$ cat src/rtl/eiu_pkg.sv
package eiu_pkg;
    // Register byte addresses on the plain register port
    localparam logic [7:0] EIU_ADDR_SENSE_LO = 8'h69;
    localparam logic [7:0] EIU_ADDR_SENSE_HI = 8'h6A;
    localparam logic [7:0] EIU_ADDR_EN_MASK  = 8'h3D;
    localparam logic [7:0] EIU_ADDR_FLAGS    = 8'h3C;
    localparam logic [7:0] EIU_ADDR_PC_EN    = 8'h68;
    localparam logic [7:0] EIU_ADDR_PC_FLAGS = 8'h3B;
    localparam logic [7:0] EIU_ADDR_PC_MASK0 = 8'h6B;
    localparam logic [7:0] EIU_ADDR_PC_MASK1 = 8'h6C;
    localparam logic [7:0] EIU_ADDR_PC_MASK2 = 8'h6D;

    // Reset values
    localparam logic [7:0] EIU_RST_BYTE = 8'h00;
    localparam logic       EIU_RST_PIN  = 1'b1;

    // Pin counts and field layout
    localparam int EIU_NUM_DED    = 8;
    localparam int EIU_NUM_CHG    = 9;
    localparam int EIU_NUM_PINS   = EIU_NUM_DED + EIU_NUM_CHG;
    localparam int EIU_SENSE_W    = 2;
    localparam int EIU_PINS_PER_REG = 4;
    localparam int EIU_CLK_GATED_FIRST = 4;

    // Sense field encodings
    localparam logic [1:0] EIU_SENSE_LOW  = 2'h0;
    localparam logic [1:0] EIU_SENSE_ANY  = 2'h1;
    localparam logic [1:0] EIU_SENSE_FALL = 2'h2;
    localparam logic [1:0] EIU_SENSE_RISE = 2'h3;

    // Timing: least pulse width that must be caught
    localparam int EIU_CLK_PERIOD_NS = 100;
    localparam int EIU_MIN_PULSE_NS  = 50;
    localparam int EIU_MIN_PULSE_CYC_RAW = (EIU_MIN_PULSE_NS + EIU_CLK_PERIOD_NS - 1) / EIU_CLK_PERIOD_NS;
    localparam int EIU_MIN_PULSE_CYC = (EIU_MIN_PULSE_CYC_RAW < 1) ? 1 : EIU_MIN_PULSE_CYC_RAW;
endpackage

$ cat src/rtl/eiu_pins_if.sv
`timescale 1ns/1ps
interface eiu_pins_if;
    import eiu_pkg::*;
    logic [EIU_NUM_PINS-1:0] level;
    logic [EIU_NUM_PINS-1:0] rise;
    logic [EIU_NUM_PINS-1:0] fall;
    modport src (output level, output rise, output fall);
    modport dst (input level, input rise, input fall);
endinterface

$ cat src/rtl/eiu_pin_sampler.sv
`timescale 1ns/1ps
module eiu_pin_sampler (
    // Clock and reset
    input  wire logic                             clk,
    input  wire logic                             resetn,
    // Raw pins, outside the clock domain
    input  wire logic [eiu_pkg::EIU_NUM_PINS-1:0] raw_pins,
    // Synchronised levels and edges
    eiu_pins_if.src                               pins
);
    import eiu_pkg::*;

    typedef struct packed {
        logic [EIU_NUM_PINS-1:0] s1;
        logic [EIU_NUM_PINS-1:0] s2;
        logic [EIU_NUM_PINS-1:0] prev;
    } eiu_samp_t;

    eiu_samp_t r;
    eiu_samp_t next_r;

    // Idle-high reset avoids a false edge on release with pulled-up pins
    always_comb begin
        next_r      = r;
        next_r.s1   = raw_pins;
        next_r.s2   = r.s1;
        next_r.prev = r.s2;
    end

    always_ff @(posedge clk) begin
        if (!resetn) begin
            r <= '{default: {EIU_NUM_PINS{EIU_RST_PIN}}};
        end else begin
            r <= next_r;
        end
    end

    assign pins.level = r.s2;
    assign pins.rise  = r.s2 & ~r.prev;
    assign pins.fall  = ~r.s2 & r.prev;

    property p_sync_depth;
        @(posedge clk) disable iff (!resetn)
        $past(resetn, 3) |-> pins.level == $past(raw_pins, 2);
    endproperty
    a_sync_depth: assert property (p_sync_depth) else $error("pin level not two stages behind raw");

    property p_edge_pair;
        @(posedge clk) disable iff (!resetn)
        (pins.rise[0] || pins.fall[0]) |-> pins.level[0] != $past(pins.level[0]);
    endproperty
    a_edge_pair: assert property (p_edge_pair) else $error("edge without level change");
endmodule

$ cat src/rtl/eiu_top.sv
`timescale 1ns/1ps
// How it works
// - Pins driven as outputs still raise enabled interrupts; pin values are observed directly.
// - Group 0 requests on any enabled change pin 7..0 toggle; group 1 on pin 8.
// - Change pins 9..23, group 2 request and mask do nothing.
// - Only pins set in group 0/1 change masks contribute to their request.
// - Change detection needs no gated I/O clock, so it can wake from deep sleep.
// - Low-level sensing keeps the enabled request asserted while the pin is low.
// - Edges on dedicated pins 7..4 are recognised only while the I/O clock runs.
// - Low level on all pins and edges on pins 3..0 work without the I/O clock.
// - I/O clock stops in sleep other than Idle, disabling clocked detection.
// - Level wake needs the level held through start-up, else no interrupt.
// - Dedicated request needs global enable and the pin's enable-mask bit.
// - Pulses at least one 100 ns clock period wide produce a request; narrower ones can fall between samples and be missed.
// - Sense field: 0 low level, 1 any edge, 2 falling, 3 rising.
// - Rewriting a sense field may raise a spurious request; not suppressed.
// - Pins 3..0 sense in register A, 7..4 in B, two bits each.
// - Each dedicated pin has an enable bit gated with the global enable.
// - Flags set on trigger, clear on handler or write-one, zero under level sense.
module eiu_top (
    // Clock and reset
    input  wire logic                             clk,
    input  wire logic                             resetn,
    // Register port
    input  wire logic [7:0]                       addr,
    input  wire logic [7:0]                       wr_data,
    input  wire logic                             wr_en,
    input  wire logic                             rd_en,
    output logic      [7:0]                       rd_data,
    // External pins
    input  wire logic [eiu_pkg::EIU_NUM_DED-1:0]  dedicated_irq_pins,
    input  wire logic [eiu_pkg::EIU_NUM_CHG-1:0]  pin_change_pins,
    // Core side
    input  wire logic                             global_irq_enable,
    input  wire logic                             io_clock_running,
    input  wire logic [eiu_pkg::EIU_NUM_DED-1:0]  ext_irq_ack,
    input  wire logic [1:0]                       change_ack,
    // Requests
    output logic      [eiu_pkg::EIU_NUM_DED-1:0]  ext_irq_request,
    output logic                                  change_group0_request,
    output logic                                  change_group1_request,
    output logic                                  change_group2_request,
    output logic                                  wake_request
);
    import eiu_pkg::*;

    typedef struct packed {
        logic [7:0] ext_irq_sense_low_pins;
        logic [7:0] ext_irq_sense_high_pins;
        logic [7:0] ext_irq_enable_mask;
        logic [7:0] ext_irq_flag_register;
        logic [1:0] change_enable;
        logic [1:0] change_flags;
        logic [7:0] change_group0_mask;
        logic       change_group1_mask;
        logic [7:0] rd_data;
        logic [7:0] ext_req;
        logic [1:0] chg_req;
        logic       wake;
    } eiu_regs_t;

    eiu_regs_t r;
    eiu_regs_t next_r;

    eiu_pins_if pins_if ();

    eiu_pin_sampler u_sampler (
        .clk      (clk),
        .resetn   (resetn),
        .raw_pins ({pin_change_pins, dedicated_irq_pins}),
        .pins     (pins_if.src)
    );

    // Pin n lives at bits 2n+1:2n modulo four of its register
    function automatic logic [1:0] pin_sense_select(input logic [7:0] lo, input logic [7:0] hi, input int n);
        logic [7:0] src;
        int         pos;
        src = (n < EIU_PINS_PER_REG) ? lo : hi;
        pos = (n % EIU_PINS_PER_REG) * EIU_SENSE_W;
        return src[pos +: EIU_SENSE_W];
    endfunction

    function automatic logic sense_hit(input logic [1:0] sense, input logic rise, input logic fall);
        case (sense)
            EIU_SENSE_ANY:  return rise | fall;
            EIU_SENSE_FALL: return fall;
            EIU_SENSE_RISE: return rise;
            default:        return 1'b0;
        endcase
    endfunction

    always_comb begin
        logic [1:0] sense;
        logic       edge_ok;
        logic       hit;
        logic       clr;
        logic [8:0] chg;
        logic       grp0_hit;
        logic       grp1_hit;
        logic [1:0] chg_clr;
        logic       lvl_active;
        sense      = EIU_SENSE_LOW;
        edge_ok    = 1'b0;
        hit        = 1'b0;
        clr        = 1'b0;
        lvl_active = 1'b0;
        chg        = 9'h000;
        grp0_hit   = 1'b0;
        grp1_hit   = 1'b0;
        chg_clr    = 2'h0;
        next_r     = r;

        if (wr_en) begin
            case (addr)
                EIU_ADDR_SENSE_LO: next_r.ext_irq_sense_low_pins  = wr_data;
                EIU_ADDR_SENSE_HI: next_r.ext_irq_sense_high_pins = wr_data;
                EIU_ADDR_EN_MASK:  next_r.ext_irq_enable_mask     = wr_data;
                EIU_ADDR_PC_EN:    next_r.change_enable           = wr_data[1:0];
                EIU_ADDR_PC_MASK0: next_r.change_group0_mask      = wr_data;
                EIU_ADDR_PC_MASK1: next_r.change_group1_mask      = wr_data[0];
                default: ;
            endcase
        end

        // Dedicated pins; edges seen even if the pin is driven as an output
        for (int i = 0; i < EIU_NUM_DED; i++) begin
            sense   = pin_sense_select(r.ext_irq_sense_low_pins, r.ext_irq_sense_high_pins, i);
            edge_ok = (i < EIU_CLK_GATED_FIRST) || io_clock_running;
            hit     = edge_ok && sense_hit(sense, pins_if.rise[i], pins_if.fall[i]);
            clr     = ext_irq_ack[i] || (wr_en && addr == EIU_ADDR_FLAGS && wr_data[i]);
            if (sense == EIU_SENSE_LOW) begin
                next_r.ext_irq_flag_register[i] = 1'b0;
                next_r.ext_req[i] = global_irq_enable && r.ext_irq_enable_mask[i]
                                    && !pins_if.level[i];
                lvl_active = lvl_active || (r.ext_irq_enable_mask[i] && !pins_if.level[i]);
            end else begin
                // A new trigger wins over a clear in the same cycle
                next_r.ext_irq_flag_register[i] = hit || (r.ext_irq_flag_register[i] && !clr);
                next_r.ext_req[i] = global_irq_enable && r.ext_irq_enable_mask[i]
                                    && r.ext_irq_flag_register[i];
            end
        end

        // Pin-change groups; pins 9..23 do not exist here
        chg      = pins_if.rise[EIU_NUM_PINS-1:EIU_NUM_DED] | pins_if.fall[EIU_NUM_PINS-1:EIU_NUM_DED];
        grp0_hit = |(r.change_group0_mask & chg[7:0]);
        grp1_hit = r.change_group1_mask && chg[8];
        chg_clr  = change_ack | ((wr_en && addr == EIU_ADDR_PC_FLAGS) ? wr_data[1:0] : 2'h0);
        next_r.change_flags[0] = grp0_hit || (r.change_flags[0] && !chg_clr[0]);
        next_r.change_flags[1] = grp1_hit || (r.change_flags[1] && !chg_clr[1]);
        for (int g = 0; g < 2; g++) begin
            next_r.chg_req[g] = global_irq_enable && r.change_enable[g] && r.change_flags[g];
        end

        // Wake does not need the global enable, only the per-source enables
        next_r.wake = lvl_active || |(r.ext_irq_enable_mask & r.ext_irq_flag_register)
                      || |(r.change_enable & r.change_flags);

        next_r.rd_data = 8'h00;
        if (rd_en) begin
            case (addr)
                EIU_ADDR_SENSE_LO: next_r.rd_data = r.ext_irq_sense_low_pins;
                EIU_ADDR_SENSE_HI: next_r.rd_data = r.ext_irq_sense_high_pins;
                EIU_ADDR_EN_MASK:  next_r.rd_data = r.ext_irq_enable_mask;
                EIU_ADDR_FLAGS:    next_r.rd_data = r.ext_irq_flag_register;
                EIU_ADDR_PC_EN:    next_r.rd_data = {6'h00, r.change_enable};
                EIU_ADDR_PC_FLAGS: next_r.rd_data = {6'h00, r.change_flags};
                EIU_ADDR_PC_MASK0: next_r.rd_data = r.change_group0_mask;
                EIU_ADDR_PC_MASK1: next_r.rd_data = {7'h00, r.change_group1_mask};
                default:           next_r.rd_data = 8'h00;
            endcase
        end
    end

    always_ff @(posedge clk) begin
        if (!resetn) begin
            r <= '{default: '0};
        end else begin
            r <= next_r;
        end
    end

    assign rd_data               = r.rd_data;
    assign ext_irq_request       = r.ext_req;
    assign change_group0_request = r.chg_req[0];
    assign change_group1_request = r.chg_req[1];
    assign change_group2_request = 1'b0;   // Group 2 has no pins behind it
    assign wake_request          = r.wake;

    property p_level_req;
        @(posedge clk) disable iff (!resetn)
        (global_irq_enable && r.ext_irq_enable_mask[0] && r.ext_irq_sense_low_pins[1:0] == EIU_SENSE_LOW
         && !pins_if.level[0]) |=> ext_irq_request[0];
    endproperty
    a_level_req: assert property (p_level_req) else $error("low level did not request");

    property p_level_flag;
        @(posedge clk) disable iff (!resetn)
        (r.ext_irq_sense_high_pins[7:6] == EIU_SENSE_LOW) |=> !r.ext_irq_flag_register[7];
    endproperty
    a_level_flag: assert property (p_level_flag) else $error("flag set under level sense");

    property p_gie_gate;
        @(posedge clk) disable iff (!resetn)
        !global_irq_enable |=> ext_irq_request == 8'h00 && !change_group0_request && !change_group1_request;
    endproperty
    a_gie_gate: assert property (p_gie_gate) else $error("request without global enable");

    property p_mask_gate;
        @(posedge clk) disable iff (!resetn)
        !r.ext_irq_enable_mask[2] |=> !ext_irq_request[2];
    endproperty
    a_mask_gate: assert property (p_mask_gate) else $error("request without enable bit");

    property p_group2;
        @(posedge clk) disable iff (!resetn)
        (rd_en && addr == EIU_ADDR_PC_MASK2) |=> rd_data == 8'h00 && !change_group2_request;
    endproperty
    a_group2: assert property (p_group2) else $error("group 2 mask or request not inert");

    property p_grp0_set;
        @(posedge clk) disable iff (!resetn)
        |(r.change_group0_mask & (pins_if.rise[15:8] | pins_if.fall[15:8])) |=> r.change_flags[0];
    endproperty
    a_grp0_set: assert property (p_grp0_set) else $error("masked change not flagged");

    property p_grp0_quiet;
        @(posedge clk) disable iff (!resetn)
        (!r.change_flags[0] && !(|(r.change_group0_mask & (pins_if.rise[15:8] | pins_if.fall[15:8]))))
        |=> !r.change_flags[0];
    endproperty
    a_grp0_quiet: assert property (p_grp0_quiet) else $error("unmasked pin set group flag");

    property p_gated_edge;
        @(posedge clk) disable iff (!resetn)
        (!io_clock_running && !r.ext_irq_flag_register[4] && r.ext_irq_sense_high_pins[1:0] != EIU_SENSE_LOW)
        |=> !r.ext_irq_flag_register[4];
    endproperty
    a_gated_edge: assert property (p_gated_edge) else $error("edge on pin 4 without I/O clock");

    property p_async_edge;
        @(posedge clk) disable iff (!resetn)
        (r.ext_irq_sense_low_pins[1:0] == EIU_SENSE_FALL && pins_if.fall[0]) |=> r.ext_irq_flag_register[0];
    endproperty
    a_async_edge: assert property (p_async_edge) else $error("falling edge on pin 0 missed");

    property p_w1c;
        @(posedge clk) disable iff (!resetn)
        (wr_en && addr == EIU_ADDR_FLAGS && wr_data[1] && !pins_if.rise[1] && !pins_if.fall[1])
        |=> !r.ext_irq_flag_register[1];
    endproperty
    a_w1c: assert property (p_w1c) else $error("write one did not clear flag");

    property p_level_drop;
        @(posedge clk) disable iff (!resetn)
        (r.ext_irq_sense_low_pins[1:0] == EIU_SENSE_LOW && pins_if.level[0]) |=> !ext_irq_request[0];
    endproperty
    a_level_drop: assert property (p_level_drop) else $error("level request outlived the low level");

    property p_edge_req;
        @(posedge clk) disable iff (!resetn)
        (global_irq_enable && r.ext_irq_enable_mask[1] && r.ext_irq_sense_low_pins[3:2] != EIU_SENSE_LOW
         && r.ext_irq_flag_register[1]) |=> ext_irq_request[1];
    endproperty
    a_edge_req: assert property (p_edge_req) else $error("pending enabled flag did not request");

    property p_any_edge;
        @(posedge clk) disable iff (!resetn)
        (r.ext_irq_sense_low_pins[3:2] == EIU_SENSE_ANY && (pins_if.rise[1] || pins_if.fall[1]))
        |=> r.ext_irq_flag_register[1];
    endproperty
    a_any_edge: assert property (p_any_edge) else $error("edge on pin 1 missed in any-edge mode");

    property p_fall_only;
        @(posedge clk) disable iff (!resetn)
        (r.ext_irq_sense_low_pins[5:4] == EIU_SENSE_FALL && !r.ext_irq_flag_register[2] && !pins_if.fall[2])
        |=> !r.ext_irq_flag_register[2];
    endproperty
    a_fall_only: assert property (p_fall_only) else $error("pin 2 flagged without a falling edge");

    property p_rise_only;
        @(posedge clk) disable iff (!resetn)
        (r.ext_irq_sense_low_pins[7:6] == EIU_SENSE_RISE && !r.ext_irq_flag_register[3] && !pins_if.rise[3])
        |=> !r.ext_irq_flag_register[3];
    endproperty
    a_rise_only: assert property (p_rise_only) else $error("pin 3 flagged without a rising edge");

    property p_gated_hit;
        @(posedge clk) disable iff (!resetn)
        (io_clock_running && r.ext_irq_sense_high_pins[5:4] == EIU_SENSE_FALL && pins_if.fall[6])
        |=> r.ext_irq_flag_register[6];
    endproperty
    a_gated_hit: assert property (p_gated_hit) else $error("edge on pin 6 missed with I/O clock");

    property p_ack_clr;
        @(posedge clk) disable iff (!resetn)
        (ext_irq_ack[3] && !pins_if.rise[3] && !pins_if.fall[3]) |=> !r.ext_irq_flag_register[3];
    endproperty
    a_ack_clr: assert property (p_ack_clr) else $error("handler entry did not clear flag");

    property p_wake_lvl;
        @(posedge clk) disable iff (!resetn)
        (r.ext_irq_enable_mask[4] && r.ext_irq_sense_high_pins[1:0] == EIU_SENSE_LOW && !pins_if.level[4])
        |=> wake_request;
    endproperty
    a_wake_lvl: assert property (p_wake_lvl) else $error("low level on pin 4 did not wake");

    property p_grp1_set;
        @(posedge clk) disable iff (!resetn)
        (r.change_group1_mask && (pins_if.rise[16] || pins_if.fall[16])) |=> r.change_flags[1];
    endproperty
    a_grp1_set: assert property (p_grp1_set) else $error("masked change on pin 8 not flagged");

    property p_grp1_quiet;
        @(posedge clk) disable iff (!resetn)
        (!r.change_group1_mask && !r.change_flags[1]) |=> !r.change_flags[1];
    endproperty
    a_grp1_quiet: assert property (p_grp1_quiet) else $error("unmasked pin 8 set group flag");

    property p_chg0_req;
        @(posedge clk) disable iff (!resetn)
        (global_irq_enable && r.change_enable[0] && r.change_flags[0]) |=> change_group0_request;
    endproperty
    a_chg0_req: assert property (p_chg0_req) else $error("group 0 flag did not request");

    property p_chg1_req;
        @(posedge clk) disable iff (!resetn)
        (global_irq_enable && r.change_enable[1] && r.change_flags[1]) |=> change_group1_request;
    endproperty
    a_chg1_req: assert property (p_chg1_req) else $error("group 1 flag did not request");

    property p_rd_sense;
        @(posedge clk) disable iff (!resetn)
        (rd_en && addr == EIU_ADDR_SENSE_HI) |=> rd_data == $past(r.ext_irq_sense_high_pins);
    endproperty
    a_rd_sense: assert property (p_rd_sense) else $error("sense register B read back wrong");

    property p_rd_idle;
        @(posedge clk) disable iff (!resetn)
        !rd_en |=> rd_data == 8'h00;
    endproperty
    a_rd_idle: assert property (p_rd_idle) else $error("read data stood past its cycle");
endmodule

$ cat config.mk
export PLATFORM = sky130hd
export DESIGN_NAME = eiu_top
export DESIGN_NICKNAME = d
export VERILOG_FILES = /design/src/rtl/eiu_pkg.sv /design/src/rtl/eiu_pins_if.sv /design/src/rtl/eiu_pin_sampler.sv /design/src/rtl/eiu_top.sv
export SDC_FILE = /design/constraint.sdc
export NUM_CORES = 1
export LEC_CHECK = 0
export BUFFER_PORTS_ARGS = -buffer_cell sky130_fd_sc_hd__buf_2
export CORE_MARGIN = 4
export CORE_UTILIZATION = 25
export CTS_CLUSTER_DIAMETER = 80
export DETAILED_ROUTE_END_ITERATION = 10
export PLACE_DENSITY = 0.39
export SLEW_MARGIN = 10
export SYNTH_ARGS = -nofsm -noshare
export SYNTH_HDL_FRONTEND = slang
export SYNTH_HIERARCHICAL = 1
export SYNTH_SLANG_ARGS = --single-unit
$ cat constraint.sdc
create_clock -name clk -period 1.8 [get_ports clk]
set_input_delay 0.27 -clock clk [delete_from_list [all_inputs] [get_ports clk]]
set_output_delay 0.27 -clock clk [all_outputs]
set_load 0.1 [all_outputs]
# Yosys cells after proc, flatten, opt, wreduce, memory -nomap -nowiden
# Cells that the tools add are included.
# W data, S select, Z words.
dict set report classes {
  bitwise_logic 18
  mux 26
  eq_ne 32
  n_reduce_logical 132
}
# op count
set op_table {}
lappend op_table {{$pmux W8 S8} 1}
lappend op_table {{$logic_and A1 B1 Y1} 61}
lappend op_table {{$eq A8 B7 Y1 const B} 5}
lappend op_table {{$and A17 B17 Y17} 2}
lappend op_table {{$not A17 Y17} 2}
lappend op_table {{$eq A2 B2 Y1 const B} 16}
lappend op_table {{$logic_or A1 B1 Y1} 27}
lappend op_table {{$eq A8 B6 Y1 const B} 3}
lappend op_table {{$pmux W1 S3} 8}
lappend op_table {{$logic_not A1 Y1} 18}
lappend op_table {{$reduce_or A2 Y1} 9}
lappend op_table {{$and A8 B8 Y8} 2}
lappend op_table {{$eq A2 B1 Y1 const B} 8}
lappend op_table {{$logic_not A2 Y1} 8}
lappend op_table {{$mux W1} 16}
lappend op_table {{$reduce_or A8 Y1} 2}
lappend op_table {{$reduce_and A2 Y1} 7}
lappend op_table {{$or A9 B9 Y9} 1}
lappend op_table {{$or A1 B1 Y1} 8}
lappend op_table {{$and A2 B2 Y2} 1}
lappend op_table {{$mux W2} 1}
lappend op_table {{$or A2 B2 Y2} 1}
lappend op_table {{$not A1 Y1} 1}
dict set report word_totals {
  elab_cells 230
  ff_bits 115
}

# Longest topological paths before layout
# Gate-level depths: netlist of run 1.
dict set report depth {
  word_depth 19
  depth_mapped 7
  ltp_nobuf 5
}

# Modules after synthesis
# Netlist of run 1, hierarchy kept.
# module area_each_um2 cells_each n_inst
set modules_own_cells {}
lappend modules_own_cells {eiu_top 3397.0 374 1}
lappend modules_own_cells {eiu_pin_sampler 1705.4 158 1}

# Worst setup path after synthesis of run 1
# Ideal clock, no wire load.
dict set report synth_path {
  kind {input to register}
  start {input port addr[1]}
  end {register r[40] in the netlist's numbering}
  required_time_ns 1.684
  setup_ns 0.116
  setup_slack_ns 0.284
  arrival_time_ns 1.400
  cell_stages 6
  path_cell_list {buf_2 > nand3b_1 > or4_1 > buf_2 > mux2i_1 > nor2b_1}
}
dict set report synth_between {
  elab_chain_len 2
}
# item line
set synth_lines {}
lappend synth_lines {{start: declaration} eiu_top.sv:25} ;# input wire logic [7:0] addr,
lappend synth_lines {{$eq A8 B6 Y1} eiu_top.sv:114} ;# case (addr)
lappend synth_lines {{$reduce_and A2 Y1 (no source line)} -}
lappend synth_lines {{end signal: assignment} eiu_top.sv:179} ;# r <= next_r;
lappend synth_lines {{end: declaration} eiu_top.sv:62} ;# eiu_regs_t r;
# Every way passes these cells.
# A chain may end at the register's enable or synchronous reset.

# Worst setup path after layout of run 1
dict set report layout_path {
  start {register r[47] in the netlist's numbering}
  end {register r (netlist bit wake_request)}
}
dict set report layout_between {
  elab_chain_len 5
  word_cells_on_any_way 7
  cone_classes {mux (1); bitwise (1); reduce/logical (5)}
}
# item line
set layout_lines {}
lappend layout_lines {{parallel branches: the longest is 3 deep, another holds $and A8 B8 Y8} -}
lappend layout_lines {{$logic_or A1 B1 Y1 (*)} eiu_top.sv:156} ;# next_r.wake = lvl_active || |(r.ext_irq_enable_mask & r.ext_irq_flag_register)
lappend layout_lines {{$logic_or A1 B1 Y1 (*)} eiu_top.sv:157} ;# || |(r.change_enable & r.change_flags);
# Mark *: on every way between the ends.

==> metrics.md, run 1 <==
| Metric | Value |
|---|---|
| Synthesized net count | `572` |
| Tmin final | `1.47 ns` |
| Worst-case clock skew | `0.00647 ns` |
| CTS Buf Count | `17` |
| Rel. slew slack | `0.618` |
| Slew @ Worst Pin | `0.565 ns` |
| Worst Path Arrival | `1.77 ns` |
| Setup Viol. Count Final | `0` |
| Initial Util | `0.256` |
| WL per Instance | `16.0 um` |
| Via-to-Cell Ratio | `4.41` |
| Leakage power | `2.38 nW` |
| Worst setup margin | `0.329 ns` |
| H-tree depth | `4` |
| Core area | `19700 um^2` |
| Die width | `150 um` |
| Pwr Total | `6.30 mW` |
| TritonRoute pass-1 iters | `4` |
| Worst Hold Class | `in -> reg` |
| Layout fillers | `2113` |
| CP Cell Sequence | `a22o_1, a221oi_1, nand4_1, o31a_1` |
| Register Area | `2300 um^2` |
| Critical path startpoint category | `register` |
| Max Cap Viol | `0` |
| Clk_lat worst skew | `0.41 ns` |
| Port Buffers | `67` |
| Final period util | `0.817` |
| Vias in the first global route | `3875` |
| GR peak layer | `met2` |
| Height of the die | `150 um` |
| VDD IR max | `0.000586 V` |
| Global Route met1 Usage | `0.168` |
| TritonCTS Sinks | `115` |
| Final WL | `13.8 mm` |
| Routability cong. | `0.817` |
| DR DRC count | `0` |
| Rows | `51` |
| CP delay by family, top | `compound AO/OA/AOI/OAI gates` |
| Post-CTS sizing | `0` |
| Synth Instances | `523` |
| Root buf cell | `clkbuf_16` |
| Status | `completed` |
| Worst R2R Start | `r[47]` |
| Slowest stage delay, CP | `0.34 ns` |
| WP buf/inv | `0` |
| Critical Path RT | `2.09 ns` |
| Antenna-violating nets left | `0` |
| Share of cells above drive strength 1 | `0.215` |
| Global route total overflow | `0` |
| Hold Crit Start | `pin_change_pins[5]` |
| Area delta synth->final | `23.4%` |
| Clock-pin slew on the worst setup and hold paths | `0.06 ns` |
| Pin count of the biggest net entering global routing | `63` |
| WS Path Type | `reg -> reg` |
| Achievable Freq | `0.680 GHz` |
| M3 GR Usage | `0.0433` |
| Fin. max-slew vios | `0` |
| I/O pin total | `69` |
| CP Launch Point | `r[47]` |
| Area of the multi-input gates | `2410 um^2` |
| Final hold vios | `0` |
| Global-route wire length before repair | `21.9 mm` |
| Die area | `22500 um^2` |
| CP Capture Type | `register` |
| RSZ-0062 raised after global routing | `no` |
| Slowest-stage cell, CP | `dfxtp_1` |
| Yosys Warn Count | `6` |
| CTS tree | `built` |
| Clock Path Buffers | `2` |
| Place WS | `-0.00859 ns` |
| Inserted Diodes | `0` |
| Setup Fix Bufs, Post-CTS | `0` |
| Mapped Area | `5030 um^2` |
| Initial DRC Count | `145` |
| Syn Area/Cell | `9.63 um^2` |
| Global Route met2 Usage | `0.210` |
| Final #Nets | `632` |
| GR Util All Layers | `0.131` |
| Detailed placer's ending HPWL | `10.3 mm` |
| R2R Setup Slk | `0.33 ns` |
| Max Fanout on Critical Path | `5` |
| CTS Hold Buffers Added | `0` |
| Vias | `3801` |
| Antenna violations before repair | `0` |
| PD cells | `1010 nW/um^2` |
cells in the final DEF (no fill, tap or decap), types with 4 or more instances in the layout:
| cell | n |
|---|---|
| clkbuf_8 | 4 |
| clkbuf_16 | 17 |
| a211oi_1 | 12 |
| buf_4 | 17 |
| nor3_1 | 4 |
| nor2b_1 | 75 |
| inv_1 | 10 |
| buf_2 | 67 |
| mux2_2 | 6 |
| nor4b_1 | 4 |
| a22oi_1 | 12 |
| a21oi_1 | 5 |
| nor2_1 | 18 |
| o22a_1 | 6 |
| a211o_1 | 4 |
| a32o_1 | 4 |
| nand2b_1 | 53 |
| nand4_1 | 5 |
| dfxtp_1 | 115 |
| nand2_1 | 29 |
| a31oi_1 | 4 |
| o21ai_0 | 22 |
| nand3b_1 | 7 |
| nand3_1 | 5 |
| a22o_1 | 4 |
| clkinvlp_4 | 6 |
| mux2i_1 | 41 |
metrics by stage:
stage	cells	util	instance area [um^2]	hold WS, ns	setup TNS, ns
2_1_floorplan	523	-	5030	0.343	0
3_3_place_gp	829	0.285	5600	0.391	0
4_1_cts	861	0.316	6210	0.0130	0
5_1_grt	861	0.316	6210	0.0190	0
3_5_place_dp	829	0.285	5600	0.391	-0.0107
6_report	861	0.316	6210	0.0332	0
layout make-up:
class                           count  share of cell area
Multi-Input combinational cell    352               0.388
Sequential cell                   115               0.371
Timing Repair Buffer               87              0.0842
Clock buffer                       22              0.0780
Tap cell                          265              0.0534
Clock inverter                     10              0.0197
Inverter                           10             0.00604
worst reg2reg max path, delay by kind of cell, from the launching register on:
family / cells / cell delay [ns]
and+or+nand+nor: 1 / 0.14
DFF: 1 / 0.34
AOI/OAI and AO/OA: 3 / 0.87
per-layer routing:
layer | routed length, um | vias to the layer above
met5 | 0 | -
met3 | 916 | 12
li1 | - | 1928
met1 | 6270 | 1753
met4 | 160 | 0
met2 | 6470 | 108
worst paths after layout:
| check | to | cells after the start |
|---|---|---|
| setup / recovery | wake_request | 4 |
| hold / removal | u_sampler/next_r[30] | 2 |
| setup reg to reg | wake_request | 4 |
| hold reg to reg | u_sampler/pins.level[9] | 1 |
flip-flops by register name (all words and copies together), names as in the netlist:
register / count
rd_data: 8
r: 45
u_sampler/pins.level: 17
wake_request: 1
change_group0_request: 1
ext_irq_request: 8
u_sampler/r: 17
change_group1_request: 1
u_sampler/next_r: 17
where the power goes:
part | leakage [nW] | internal, mW | switching, mW
combinational | 1.17 | 0.128 | 0.155
sequential | 0.937 | 2.59 | 0.0244
clock | 0.278 | 2.19 | 1.21
No activity file was read; power rests on OpenSTA's default activity.
==> run 2: changes to the inputs <==
- PLACE_DENSITY: 0.39 -> 0.41
- clock period: 1.8 -> 1.3 ns (I/O delays scaled with it)
==> run 2 against run 1 <==
  * The run now ends with negative setup slack left
  * Combinational power is 80% higher
  * Final area is 12% higher
  * Flip-flop and latch count stayed put
  * Register-to-register slack worse by 0.40 ns
  * Clock power is 46% higher
  * Core utilization is 3.8 points higher
  * Critical path depth stayed put
  * Clock-buffer cell count is 2 lower
  * Largest cell class unchanged
  * Largest power group unchanged
==> metrics.md, run 2 (synthesized netlist as in run 1, its figures left out) <==
| Metric | Value |
|---|---|
| Routability cong. | `0.884 (was 0.817)` |
| Root buf cell | `clkbuf_16 (unchanged)` |
| Global-route wire length before repair | `22.9 mm (was 21.9 mm)` |
| Final #Nets | `703 (was 632)` |
| Core area | `19700 um^2 (unchanged)` |
| TritonRoute pass-1 iters | `5 (was 4)` |
| Antenna violations before repair | `0 (unchanged)` |
| Violated checks | `negative setup slack` |
| Status | `finished with violations (was completed)` |
| TritonCTS Sinks | `115 (unchanged)` |
| Max Fanout on Critical Path | `2 (was 5)` |
| Initial DRC Count | `154 (was 145)` |
| Pin count of the biggest net entering global routing | `57 (was 63)` |
| VDD IR max | `0.000853 V (was 0.000586 V)` |
| Vias | `4077 (was 3801)` |
| Setup Fix Bufs, Post-CTS | `0 (unchanged)` |
| Critical Path RT | `1.60 ns (was 2.09 ns)` |
| Initial Util | `0.256 (unchanged)` |
| Final WL | `14.8 mm (was 13.8 mm)` |
| GR Util All Layers | `0.136 (was 0.131)` |
| CP Capture Type | `register (unchanged)` |
| Achievable Freq | `0.728 GHz (was 0.680 GHz)` |
| Placed Instances | `883 (was 829)` |
| Layout fillers | `2044 (was 2113)` |
| Most frequent cells in the layout | `dfxtp_1 (103), buf_4 (87), nor2b_1 (75) (was dfxtp_1 (115), nor2b_1 (75), buf_2 (67))` |
| CTS Buf Count | `17 (unchanged)` |
| Port Buffers | `67 (unchanged)` |
| Placement Cell Area | `6070 um^2 (was 5600 um^2)` |
| WP buf/inv | `0 (unchanged)` |
| Clock-pin slew on the worst setup and hold paths | `0.05 ns (was 0.06 ns)` |
| CTS tree | `built (unchanged)` |
| Slew @ Worst Pin | `0.482 ns (was 0.565 ns)` |
| Commonest non-fill, non-tap cell in the layout | `dfxtp_1 (unchanged)` |
| Rel. slew slack | `0.674 (was 0.618)` |
| Slowest stage delay, CP | `0.37 ns (was 0.34 ns)` |
| Inserted Diodes | `0 (unchanged)` |
| PD cells | `1310 nW/um^2 (was 1010 nW/um^2)` |
| Place WS | `-0.325 ns (was -0.00859 ns)` |
| Final instance area | `6960 um^2 (was 6210 um^2)` |
| Max Cap Viol | `0 (unchanged)` |
| Via-to-Cell Ratio | `4.37 (was 4.41)` |
| Share of cells above drive strength 1 | `0.298 (was 0.215)` |
| Worst Path Arrival | `1.67 ns (was 1.77 ns)` |
| CP Cell Sequence | `nor2b_1, a222oi_1, nand4_1, o31a_1 (was a22o_1, a221oi_1, nand4_1, o31a_1)` |
| Worst-case clock skew | `0.0109 ns (was 0.00647 ns)` |
| Area delta synth->final | `38.1% (was 23.4%)` |
| Rows | `51 (unchanged)` |
| I/O pin total | `69 (unchanged)` |
| WS Path Type | `reg -> reg (unchanged)` |
| Most flops, register | `r (unchanged)` |
| Leakage power | `2.77 nW (was 2.38 nW)` |
| Antenna-violating nets left | `0 (unchanged)` |
| R2R Setup Slk | `-0.07 ns (was 0.33 ns)` |
| WL per Instance | `15.8 um (was 16.0 um)` |
| Post-route non-filler standard cell count | `932 (was 861)` |
| Die width | `150 um (unchanged)` |
| CP delay by family, top | `compound AO/OA/AOI/OAI gates (unchanged)` |
| Critical path startpoint category | `register (unchanged)` |
| H-tree depth | `4 (unchanged)` |
| Global route total overflow | `0 (unchanged)` |
| Max reg flops | `45 (unchanged)` |
| Fin. max-slew vios | `0 (unchanged)` |
| Clk_lat worst skew | `0.41 ns (about the same)` |
| Final hold vios | `0 (unchanged)` |
| Worst Hold Class | `in -> reg (unchanged)` |
| Final period util | `1.06 (was 0.817)` |
| DR DRC count | `0 (unchanged)` |
| Vias in the first global route | `4104 (was 3875)` |
| RSZ-0062 raised after global routing | `yes (was no)` |
| Die area | `22500 um^2 (unchanged)` |
| Detailed placer's ending HPWL | `11.0 mm (was 10.3 mm)` |
| Slowest-stage cell, CP | `a222oi_1 (was dfxtp_1)` |
| Height of the die | `150 um (unchanged)` |
| Tmin final | `1.37 ns (was 1.47 ns)` |
| Clock Path Buffers | `2 (unchanged)` |
| Setup Viol. Count Final | `1 (was 0)` |
| Worst setup margin | `-0.0740 ns (was 0.329 ns)` |
[run 2: stage by stage]
| step | TNS, ns | util | power [mW] | hold WS [ns] |
|---|---|---|---|---|
| 6_report | -0.0740 | 0.354 | 9.11 | 0.0548 |
| 5_1_grt | -0.118 | 0.354 | 9.45 | 0.0563 |
| 4_1_cts | -0.0987 | 0.353 | 9.24 | 0.0435 |
| 3_5_place_dp | -10.70 | 0.309 | 4.17 | 0.378 |
| 3_3_place_gp | -9.71 | 0.309 | 4.17 | 0.377 |
| 2_1_floorplan | -0.995 | - | 3.93 | 0.268 |
[run 2: final timing paths]
path / from / to / cells past startpoint
min reg2reg: u_sampler/next_r[26] / u_sampler/pins.level[9] / 1
min: ext_irq_ack[0] / r[32] / 3
max: r[41] / wake_request / 4
max reg2reg: r[41] / wake_request / 4
[run 2: power breakdown]
group	switching, mW	internal (mW)	total [mW]
Clock	1.67	3.31	4.98
Combinational	0.245	0.264	0.509
Sequential	0.0332	3.59	3.62
Total	1.95	7.16	9.11
[run 2: metal layers]
layer | GRT usage | share of wire | up-vias
li1 | - | - | 2060
met1 | 0.173 | 0.47 | 1907
met2 | 0.215 | 0.47 | 100
met3 | 0.0406 | 0.047 | 10
met4 | 0.0549 | 0.012 | 0
met5 | 0 | 0 | -
[run 2: area by class of cell]
type,instances,area (um^2),share of cell area
clock buffers,20,457,0.0657
inverters,10,37.5,0.00540
clock inverters,12,178,0.0255
repair buffers,158,1180,0.170
well taps,265,332,0.0477
flip-flops and latches,115,2320,0.334
multi-input cells,352,2450,0.352
[run 2: timing repair]
action,4_1_cts,5_1_grt
resized for setup,24,12
hold buffers,17,0
setup endpoints to repair,20,7
cloned,0,0
pin swaps,1,0
hold endpoints to repair,17,0
[run 2: tightest hold or removal path, stage by stage]
cell and delay (ns):
buf_2 0.08, a211o_1 0.09, a21oi_1 0.05
